$ cat src/pkg/tdth_consts.svh
// Offsets, field positions, reset values and timing counts of the tuning control
`ifndef TDTH_CONSTS_SVH
`define TDTH_CONSTS_SVH
`define TDTH_AXI_AW         12
`define TDTH_IDX_STEER      12'h070
`define TDTH_IDX_DATA       12'h071
`define TDTH_IDX_WBACK      12'h080
`define TDTH_IDX_STATUS     12'h081
`define TDTH_ADDR_STEER     12'h1c0
`define TDTH_ADDR_DATA      12'h1c4
`define TDTH_ADDR_WBACK     12'h200
`define TDTH_ADDR_STATUS    12'h204
`define TDTH_STEER_RESET    8'h77
`define TDTH_BIT_FINE_LOW   0
`define TDTH_BIT_FINE_MID   1
`define TDTH_BIT_FINE_HIGH  2
`define TDTH_BIT_FINE_HOLD  3
`define TDTH_BIT_CRS_LOW    4
`define TDTH_BIT_CRS_MID    5
`define TDTH_BIT_CRS_HIGH   6
`define TDTH_BIT_CRS_HOLD   7
`define TDTH_RESP_OKAY      2'h0
`define TDTH_RESP_SLVERR    2'h2
`define TDTH_CLK_NS         100
`define TDTH_SETTLE_NS      1000
`define TDTH_SETTLE_CYC \
	((`TDTH_SETTLE_NS + `TDTH_CLK_NS - 1) / `TDTH_CLK_NS)
`endif

$ cat src/pkg/tdth_pkg.sv
// Types of the tuning DAC track/hold control
package tdth_pkg;
	typedef logic [7:0]  tdth_byte_t;
	typedef logic [23:0] tdth_code_t;
	typedef logic [3:0]  tdth_cnt_t;
endpackage

$ cat src/verilog/tdth_ctrl.sv
// Tuning DAC steering, latches, track/hold and write-back control
//
// Our own choice: the AXI4-Lite slave port.
`timescale 1ns/100ps
`include "tdth_consts.svh"

// Function
// - Steering bits 0,1,2 enable fine low, middle, high latches
// - Steering bits 4,5,6 enable coarse low, middle, high latches
// - Bit 3 holds fine side, bit 7 holds coarse side; zero tracks
// - Latch enables are active low; 33 enables only high latches, track
// - Data write loads enabled latches; all zeros is positive full range
// - All latches enabled and FF loaded gives negative full range
// - Storage gate opens (hold) whenever a DAC is being reloaded
// - Carried side stays in hold for the whole carry interval
// - Comparator reports preamp output above or below local ground
// - Steering byte written at 70, data bytes at 71
// - Write-back comparator enable controlled by accesses to 80
module tdth_ctrl (
	input  wire logic                     aclk,           // 10 MHz clock
	input  wire logic                     aresetn,        // Sync reset, low
	input  wire logic [`TDTH_AXI_AW-1:0]  s_axi_awaddr,   // Write address
	input  wire logic                     s_axi_awvalid,  // Write addr valid
	output logic                          s_axi_awready,  // Write addr ready
	input  wire logic [31:0]              s_axi_wdata,    // Write data
	input  wire logic [3:0]               s_axi_wstrb,    // Byte enables
	input  wire logic                     s_axi_wvalid,   // Write data valid
	output logic                          s_axi_wready,   // Write data ready
	output logic [1:0]                    s_axi_bresp,    // Write response
	output logic                          s_axi_bvalid,   // Response valid
	input  wire logic                     s_axi_bready,   // Response ready
	input  wire logic [`TDTH_AXI_AW-1:0]  s_axi_araddr,   // Read address
	input  wire logic                     s_axi_arvalid,  // Read addr valid
	output logic                          s_axi_arready,  // Read addr ready
	output logic [31:0]                   s_axi_rdata,    // Read data
	output logic [1:0]                    s_axi_rresp,    // Read response
	output logic                          s_axi_rvalid,   // Read data valid
	input  wire logic                     s_axi_rready,   // Read data ready
	input  wire logic                     fine_cmp_above, // Fine preamp above gnd
	input  wire logic                     crs_cmp_above,  // Coarse preamp above
	output tdth_pkg::tdth_code_t          fine_dac_code,  // Fine {high,mid,low}
	output tdth_pkg::tdth_code_t          crs_dac_code,   // Coarse {high,mid,low}
	output logic                          fine_hold,      // Fine gate open
	output logic                          crs_hold,       // Coarse gate open
	output logic                          fine_wb_en,     // Fine comparator on
	output logic                          crs_wb_en       // Coarse comparator on
);

	localparam tdth_pkg::tdth_cnt_t SETTLE =
		tdth_pkg::tdth_cnt_t'(`TDTH_SETTLE_CYC);

	tdth_pkg::tdth_byte_t       steer;
	logic [`TDTH_AXI_AW-1:0]    awaddr_q;
	logic [31:0]                wdata_q;
	logic                       aw_held;
	logic                       w_held;
	logic                       wr_do;
	logic                       wr_steer;
	logic                       wr_data;
	logic                       wr_wback;
	logic                       fine_touch;
	logic                       crs_touch;
	tdth_pkg::tdth_cnt_t        fine_cnt;
	tdth_pkg::tdth_cnt_t        crs_cnt;
	logic [1:0]                 cmp_q;
	logic                       rd_hit;
	logic [31:0]                next_rdata;

	// Write decode once both are held; strobes ignored, low byte used
	assign wr_do    = aw_held && w_held && !s_axi_bvalid;
	assign wr_steer = wr_do && (awaddr_q == `TDTH_ADDR_STEER);
	assign wr_data  = wr_do && (awaddr_q == `TDTH_ADDR_DATA);
	assign wr_wback = wr_do && (awaddr_q == `TDTH_ADDR_WBACK);
	// A side is touched when any of its latches is enabled (low)
	assign fine_touch = wr_data && (steer[2:0] != 3'h7);
	assign crs_touch  = wr_data && (steer[6:4] != 3'h7);

	// Address and data channels accepted independently
	always_ff @(posedge aclk)
	begin
		if (!aresetn)
		begin
			s_axi_awready <= 1'b1;
			s_axi_wready  <= 1'b1;
			aw_held       <= 1'b0;
			w_held        <= 1'b0;
			awaddr_q      <= '0;
			wdata_q       <= '0;
		end
		else
		begin
			if (s_axi_awvalid && s_axi_awready)
			begin
				awaddr_q      <= s_axi_awaddr;
				aw_held       <= 1'b1;
				s_axi_awready <= 1'b0;
			end
			if (s_axi_wvalid && s_axi_wready)
			begin
				wdata_q      <= s_axi_wdata;
				w_held       <= 1'b1;
				s_axi_wready <= 1'b0;
			end
			if (s_axi_bvalid && s_axi_bready)
			begin
				aw_held       <= 1'b0;
				w_held        <= 1'b0;
				s_axi_awready <= 1'b1;
				s_axi_wready  <= 1'b1;
			end
		end
	end

	// Write response; unmapped or read-only offsets answer SLVERR
	always_ff @(posedge aclk)
	begin
		if (!aresetn)
		begin
			s_axi_bvalid <= 1'b0;
			s_axi_bresp  <= `TDTH_RESP_OKAY;
		end
		else if (wr_do)
		begin
			s_axi_bvalid <= 1'b1;
			s_axi_bresp  <= (wr_steer || wr_data || wr_wback) ?
				`TDTH_RESP_OKAY : `TDTH_RESP_SLVERR;
		end
		else if (s_axi_bready)
			s_axi_bvalid <= 1'b0;
	end

	// Steering register
	always_ff @(posedge aclk)
	begin
		if (!aresetn)
			steer <= `TDTH_STEER_RESET;
		else if (wr_steer)
			steer <= wdata_q[7:0];
	end

	// Byte latches: an enable bit at zero loads that latch
	always_ff @(posedge aclk)
	begin
		if (!aresetn)
		begin
			fine_dac_code <= '0;
			crs_dac_code  <= '0;
		end
		else if (wr_data)
		begin
			for (int k = 0; k < 3; k++)
			begin
				if (!steer[`TDTH_BIT_FINE_LOW + k])
					fine_dac_code[k*8 +: 8] <= wdata_q[7:0];
				if (!steer[`TDTH_BIT_CRS_LOW + k])
					crs_dac_code[k*8 +: 8] <= wdata_q[7:0];
			end
		end
	end

	// Settle timers keep a reloaded side in hold
	always_ff @(posedge aclk)
	begin
		if (!aresetn)
		begin
			fine_cnt <= '0;
			crs_cnt  <= '0;
		end
		else
		begin
			fine_cnt <= fine_touch ? SETTLE :
				(fine_cnt != '0) ? fine_cnt - 4'h1 : fine_cnt;
			crs_cnt  <= crs_touch ? SETTLE :
				(crs_cnt != '0) ? crs_cnt - 4'h1 : crs_cnt;
		end
	end

	// Storage gate drive: hold bit or reload settling
	always_ff @(posedge aclk)
	begin
		if (!aresetn)
		begin
			fine_hold <= 1'b0;
			crs_hold  <= 1'b0;
		end
		else
		begin
			fine_hold <= steer[`TDTH_BIT_FINE_HOLD] || fine_touch ||
				(fine_cnt > 4'h1);
			crs_hold  <= steer[`TDTH_BIT_CRS_HOLD] || crs_touch ||
				(crs_cnt > 4'h1);
		end
	end

	// Write-back enables and gated comparator results
	always_ff @(posedge aclk)
	begin
		if (!aresetn)
		begin
			fine_wb_en <= 1'b0;
			crs_wb_en  <= 1'b0;
			cmp_q      <= 2'h0;
		end
		else
		begin
			if (wr_wback)
			begin
				fine_wb_en <= wdata_q[0];
				crs_wb_en  <= wdata_q[1];
			end
			cmp_q <= {crs_cmp_above && crs_wb_en,
				fine_cmp_above && fine_wb_en};
		end
	end

	// Read mux
	always_comb
	begin
		rd_hit     = 1'b1;
		next_rdata = '0;
		case (s_axi_araddr)
			`TDTH_ADDR_WBACK:
				next_rdata = {30'h0, cmp_q};
			`TDTH_ADDR_STATUS:
				next_rdata = {20'h0, cmp_q, crs_wb_en, fine_wb_en,
					steer};
			default:
				rd_hit = 1'b0;
		endcase
	end

	// Read channel: answer one cycle after the address is taken
	always_ff @(posedge aclk)
	begin
		if (!aresetn)
		begin
			s_axi_arready <= 1'b1;
			s_axi_rvalid  <= 1'b0;
			s_axi_rdata   <= '0;
			s_axi_rresp   <= `TDTH_RESP_OKAY;
		end
		else if (s_axi_arvalid && s_axi_arready)
		begin
			s_axi_arready <= 1'b0;
			s_axi_rvalid  <= 1'b1;
			s_axi_rdata   <= next_rdata;
			s_axi_rresp   <= rd_hit ? `TDTH_RESP_OKAY : `TDTH_RESP_SLVERR;
		end
		else if (s_axi_rvalid && s_axi_rready)
		begin
			s_axi_rvalid  <= 1'b0;
			s_axi_arready <= 1'b1;
		end
	end
endmodule // tdth_ctrl
$ cat config.mk
export PLATFORM = sky130hd
export DESIGN_NAME = tdth_ctrl
export DESIGN_NICKNAME = d
export VERILOG_FILES = /design/src/pkg/tdth_pkg.sv /design/src/verilog/tdth_ctrl.sv
export VERILOG_INCLUDE_DIRS = /design/src /design/src/pkg
export SDC_FILE = /design/constraint.sdc
export NUM_CORES = 1
export LEC_CHECK = 0
export BUFFER_PORTS_ARGS = -buffer_cell sky130_fd_sc_hd__buf_2
export CORE_ASPECT_RATIO = 1.1
export CORE_MARGIN = 10
export CORE_UTILIZATION = 47
export CTS_CLUSTER_DIAMETER = 30
export CTS_CLUSTER_SIZE = 8
export DETAILED_ROUTE_END_ITERATION = 7
export PLACE_DENSITY = 0.82
export SKIP_LAST_GASP = 1
export SLEW_MARGIN = 20
export SYNTH_ARGS = -nofsm -noshare
export SYNTH_HDL_FRONTEND = slang
export SYNTH_SLANG_ARGS = --single-unit
$ cat constraint.sdc
create_clock -name aclk -period 3.1 [get_ports aclk]
set_clock_uncertainty 0.1 [all_clocks]
set_input_delay 0.62 -clock aclk [delete_from_list [all_inputs] [get_ports aclk]]
set_output_delay 0.62 -clock aclk [all_outputs]
set_load 0.02 [all_outputs]
# ---- Word level (Yosys, flattened, before mapping)
# Index checks and enable logic that the tools add are counted.
dict set report totals {
  regBits 133
  out_inout_bits 93
  wordCells 97
}
dict set report op_classes {
  n_addsub 2
  magnitude_cmp 2
  eq_ne 7
  n_mux 14
  bitwise 7
  reduce_logical 37
}
# operator n
set ops {}
lappend ops {{12-bit by 10-bit == test with 1-bit output, second input constant} 3}
lappend ops {{12-bit by 9-bit == test with 1-bit output, second input constant} 2}
lappend ops {{12-bit case mux with 2 select lines} 1}
lappend ops {{4-bit two-way mux} 4}
lappend ops {{1-bit logical AND} 14}
lappend ops {{2-bit AND reduction} 6}
lappend ops {{4-bit by 1-bit > comparator with 1-bit output, second input constant} 2}
lappend ops {{2-bit nonzero test} 4}
lappend ops {{4-bit nonzero test} 2}
lappend ops {{2-bit OR reduction} 4}
lappend ops {{4-bit by 1-bit subtractor with 4-bit output, second input constant} 2}
lappend ops {{1-bit two-way mux} 7}
lappend ops {{1-bit NOT} 7}
lappend ops {{1-bit logical OR} 6}
lappend ops {{3-bit != test, second input constant} 2}
lappend ops {{2-bit two-way mux} 2}
lappend ops {{1-bit logical NOT} 1}

# ---- Depth between registers and ports, before layout
dict set report depth {
  ltp_word 6
  mapped_depth 5
  mapped_depth_nobuf 3
}

# ---- Worst setup path before layout
# No wires, ideal clock.
dict set report synth_timing {
  path_kind {register to register}
  start {register s_axi_bvalid}
  end {register crs_cnt[2]}
  t_arrival_ns 1.613
  t_required_ns 2.884
  setup_slack_ns 1.271
  stages_incl_launch_ff 5
  path_buffers 1
  path_cell_list {dfxtp_1 > nor4bb_1 > clkbuf_1 > nand4_1 > o211a_1}
}
dict set report synth_via {
  elab_chain_len 5
}
# item line_no
set synth_rtl {}
lappend synth_rtl {{start, declared} tdth_ctrl.sv:30} ;# output logic s_axi_bvalid,
lappend synth_rtl {{start signal, assigned} tdth_ctrl.sv:119} ;# s_axi_bvalid <= 1'b0;
lappend synth_rtl {{start signal, assigned} tdth_ctrl.sv:124} ;# s_axi_bvalid <= 1'b1;
lappend synth_rtl {{start signal, assigned} tdth_ctrl.sv:129} ;# s_axi_bvalid <= 1'b0;
lappend synth_rtl {{1-bit logical NOT} tdth_ctrl.sv:70} ;# assign wr_do = aw_held && w_held && !s_axi_bvalid;
lappend synth_rtl {{1-bit logical AND} tdth_ctrl.sv:70}
lappend synth_rtl {{1-bit logical AND} tdth_ctrl.sv:72} ;# assign wr_data = wr_do && (awaddr_q == `TDTH_ADDR_DATA);
lappend synth_rtl {{1-bit logical AND} tdth_ctrl.sv:76} ;# assign crs_touch = wr_data && (steer[6:4] != 3'h7);
lappend synth_rtl {{2-bit OR reduction (no line)} n/a}
lappend synth_rtl {{end signal, assigned} tdth_ctrl.sv:173} ;# crs_cnt <= crs_touch ? SETTLE :
lappend synth_rtl {{end, declared} tdth_ctrl.sv:64} ;# tdth_pkg::tdth_cnt_t crs_cnt;
# Every way passes these cells.
# A chain may end at the register's enable or synchronous reset.

# ---- Worst setup path in the final report
dict set report layout_timing {
  start {register awaddr_q[0]}
  end {register fine_cnt[2]}
}
dict set report layout_via {
  elab_chain_len 4
}
# item line_no
set layout_rtl {}
lappend layout_rtl {{start, declared} tdth_ctrl.sv:53} ;# logic [`TDTH_AXI_AW-1:0] awaddr_q;
lappend layout_rtl {{start signal, assigned} tdth_ctrl.sv:94} ;# awaddr_q <= s_axi_awaddr;
lappend layout_rtl {{12-bit by 9-bit == test with 1-bit output (no line)} n/a}
lappend layout_rtl {{1-bit logical AND} tdth_ctrl.sv:72}
lappend layout_rtl {{1-bit logical AND} tdth_ctrl.sv:75} ;# assign fine_touch = wr_data && (steer[2:0] != 3'h7);
lappend layout_rtl {{2-bit OR reduction (no line)} n/a}
lappend layout_rtl {{end signal, assigned} tdth_ctrl.sv:171} ;# fine_cnt <= fine_touch ? SETTLE :
lappend layout_rtl {{end, declared} tdth_ctrl.sv:63} ;# tdth_pkg::tdth_cnt_t fine_cnt;
# Every way passes these cells.

==> flow_metrics.tcl <==
set metrics [dict create \
    outcome "finished, final reports clean" \
    synth-warning-count 0 \
    globalRoute.totalOverflow 0 \
    path_cells "nor4_4, nand4_1, o211a_1" \
    synth-main-ff-cell "sky130_fd_sc_hd__dfxtp_1" \
    post_cts_setup_buffer_count 0 \
    fin_nets 635 \
    synth_cell_type_count 39 \
    fillerInstances 853 \
    cts_buf_count 9 \
    dieArea_sq_um 14000 \
    vdd_ir_drop_max_uv 276 \
    report.power.total_w 0.00257 \
    rsz0062_at_grt "no" \
    worst_hold_path.endpoint "s_axi_awready$_SDFFE_PP1P_" \
    finalSetupViolations 0 \
    timing.hold.worst.class "input pin to register" \
    timing.final.crit_period_ns 2.07 \
    detailedPlacementHpwl_um 8430 \
    vias_in_the_first_global_route 3667 \
    initial_utilization_pct 48.4 \
    yosys-top-cells-area "sky130_fd_sc_hd__dfxtp_1 49%, sky130_fd_sc_hd__mux2i_1 15%, sky130_fd_sc_hd__nand2_1 8.3%" \
    drtIter0Drc 170 \
    worstHoldStart "s_axi_awvalid" \
    synthDominantAreaCellType "sky130_fd_sc_hd__dfxtp_1" \
    timing.setup.tns_ns 0 \
    globalplace.congestion 0.734 \
    cpPeakStageDelay_ns 0.65 \
    slew_violations 0 \
    routed-wl-met3_um 793 \
    max_clock_freq_mhz 484 \
    r2r.worst_path.cells 3 \
    die_x_um 114 \
    max-slew-margin-rel_pct 39.4 \
    dr.max_layer_used "met4" \
    crit-reg2reg-launch "awaddr_q[0]$_SDFFE_PN0P_" \
    synth-async-reset-ratio_pct 0 \
    count_of_hold_fix_buffers_inserted_at_cts 0 \
    worstPathRequired_ns 3.28 \
    min_delay_path_depth 2 \
    layout_setup_ws_ns 1.03 \
    wl_um 11300 \
    detailedRoute.firstPassIterationCount 4 \
    place_worst_setup_slack_ns 0.820 \
    postRouteAntennaNets 0 \
    ctsRootBufferMaster "sky130_fd_sc_hd__clkbuf_8" \
    mappedNetlistArea_sq_um 4550 \
    vias 3562 \
    critical_path.startpoint_type "register" \
    cts_tree "built" \
    m1WireLength_um 4500 \
    worst_setup_path_end_kind "register" \
    route.detailed.wl_per_inst_um 16.4 \
    area_delta_synth_final_pct 16.5 \
    hold_slack_ns 0.350 \
    antenna_found_initial 0 \
    ys_seq_elements 111 \
    critical_path.reg2reg.endpoint "fine_cnt[2]$_SDFFE_PP0P_" \
    grt_usage_pct 15.7 \
    critPathMaxFanout 10 \
    wl_met2_um 5820 \
    hold_violations 0 \
    netlist.area_leader.share_pct 48.8 \
    final_layout_size_suffix_gt1_share_pct 25.0 \
    critPathKind "register to register" \
    insertedDiodeCount 0 \
    cts.sinks 111 \
    placement.io_buffers 111 \
    grt_start_max_net_pins 59 \
    grt_pass1_wl_um 18100 \
    insertion_delay_ns 0.38 \
    drc 0 \
    fp.dieH_um 123 \
    critical_path.slowest_cell "sky130_fd_sc_hd__nor4_4" \
    synthesis.instances 468 \
    row_count 37 \
    power_density_nw_per_um2 484 \
    post_drt_via_cell_ratio 5.18 \
    h-tree-depth 3 \
    leakage_nw 2.63 \
    maxCapViolations 0 \
    post_cts_resize_count 0 \
    seq_area_frac_synth_pct 48.8 \
    synth-edff-count 0 \
    pin_count 162 \
    placeableCoreArea_sq_um 9400 \
    max-clock-path-buffers 2 \
    tightest_slew_ns 0.897 \
    rrSetupSlack_ns 1.03 \
    path_clk_slew_ns 0.10 \
    critPathArrivalTime_ns 2.25 \
    final_worst_path_period_share_pct 66.7 \
    post-place-cells 672 \
    post_layout_nonfiller_instances 688 \
    synthesis.area_per_instance_sq_um 9.73 \
]
## cell usage in the layout (no fill, tap or decap), types with 4 or more instances in the layout
cell / Yosys / routed
sky130_fd_sc_hd__nor2b_1: 14 / 14
sky130_fd_sc_hd__dfxtp_1: 111 / 111
sky130_fd_sc_hd__a21oi_1: 4 / 4
sky130_fd_sc_hd__buf_4: 22 / 4
sky130_fd_sc_hd__nor3b_1: 13 / 13
sky130_fd_sc_hd__nor3_1: 5 / 5
sky130_fd_sc_hd__clkbuf_8: 0 / 9
sky130_fd_sc_hd__nand2_1: 101 / 101
sky130_fd_sc_hd__a21boi_0: 22 / 22
sky130_fd_sc_hd__nand4_2: 6 / 6
sky130_fd_sc_hd__nor4b_1: 8 / 8
sky130_fd_sc_hd__mux2i_1: 68 / 68
sky130_fd_sc_hd__o21ai_0: 14 / 14
sky130_fd_sc_hd__conb_1: 1 / 22
sky130_fd_sc_hd__nand3_1: 10 / 10
sky130_fd_sc_hd__and3_1: 5 / 5
sky130_fd_sc_hd__buf_2: 1 / 110
## worst max-delay path by stage
stage | start | endpoint | slack (ns) | cells after the start
final | awaddr_q[0]$_SDFFE_PN0P_ | fine_cnt[2]$_SDFFE_PP0P_ | 1.03 | 3
after global routing | awaddr_q[0]$_SDFFE_PN0P_ | fine_cnt[2]$_SDFFE_PP0P_ | 0.92 | 3
after CTS | awaddr_q[0]$_SDFFE_PN0P_ | fine_cnt[2]$_SDFFE_PP0P_ | 1.04 | 3
after detailed placement | s_axi_arvalid | s_axi_rdata[6]$_SDFFE_PN0P_ | 0.82 | 4
after global placement | s_axi_arvalid | s_axi_rdata[10]$_SDFFE_PN0P_ | 0.87 | 4
after floorplan | s_axi_bvalid$_SDFFE_PN0P_ | crs_cnt[2]$_SDFFE_PP0P_ | 1.27 | 4
## stage by stage
| stage | utilization, % | cell area [sq um] |
|---|---|---|
| finish | 56.4 | 5300 |
| global route | 56.4 | 5300 |
| CTS | 56.4 | 5300 |
| detailed placement | 54.3 | 5100 |
| global placement | 54.3 | 5100 |
| floorplan | - | 4630 |
## synthesized netlist by cell type, types with 3 or more instances
library cell / n
sky130_fd_sc_hd__dfxtp_1: 111
sky130_fd_sc_hd__nand2_1: 101
sky130_fd_sc_hd__mux2i_1: 68
sky130_fd_sc_hd__a21boi_0: 22
sky130_fd_sc_hd__buf_4: 22
sky130_fd_sc_hd__clkbuf_1: 22
sky130_fd_sc_hd__nor2b_1: 14
sky130_fd_sc_hd__o21ai_0: 14
sky130_fd_sc_hd__nor3b_1: 13
sky130_fd_sc_hd__nand3_1: 10
sky130_fd_sc_hd__nor4b_1: 8
sky130_fd_sc_hd__nand4_2: 6
sky130_fd_sc_hd__and3_1: 5
sky130_fd_sc_hd__nor3_1: 5
sky130_fd_sc_hd__a21oi_1: 4
sky130_fd_sc_hd__buf_1: 3
sky130_fd_sc_hd__inv_1: 3
sky130_fd_sc_hd__nand2b_1: 3
sky130_fd_sc_hd__nand4_1: 3
sky130_fd_sc_hd__o211a_1: 3
sky130_fd_sc_hd__o21a_1: 3
## kinds of logic after synthesis
group,count (synthesis),synth area share (%)
compound gates,56,8.63
flops,111,48.8
simple gates,179,21.0
buf+inv,51,6.05
other cells,1,0.0824
mux,70,15.4
## final cells by class
class / instances / area [sq um] / share of cell area [%]
Sequential cell: 111 / 2220 / 41.9
Multi-Input combinational cell: 327 / 2140 / 40.3
Timing Repair Buffer: 114 / 581 / 10.9
Tap cell: 117 / 146 / 2.76
Clock buffer: 9 / 124 / 2.34
Clock inverter: 7 / 80.1 / 1.51
Inverter: 3 / 11.3 / 0.212
## flip-flops by register name, indices dropped and copies added, names as in the netlist, 2 cells and up
register       count
awaddr_q          12
fine_dac_code     24
cmp_q              2
crs_dac_code      24
fine_cnt           4
steer              8
wdata_q            8
crs_cnt            4
s_axi_rdata       12
## layer usage
layer / global-route usage (%) / up-vias
met2: 28.4 / 94
met1: 16.8 / 1679
li1: - / 1774
met5: 0 / -
met3: 4.46 / 15
met4: 6.19 / 0
## where the power goes
part | leakage [nW] | total [W] | internal (W) | switching (W)
Clock | 0.107 | 0.000884 | 0.000385 | 0.000499
Sequential | 0.900 | 0.00148 | 0.00145 | 0.0000281
Combinational | 1.62 | 0.000202 | 0.0000725 | 0.000130
## worst max-delay path, delay by kind of cell (launching register included)
kind	cells	cell delay, ns
simple gates	2	1.16
compound gates	1	0.36
flops	1	0.34
(Power assumes the default switching activity.)
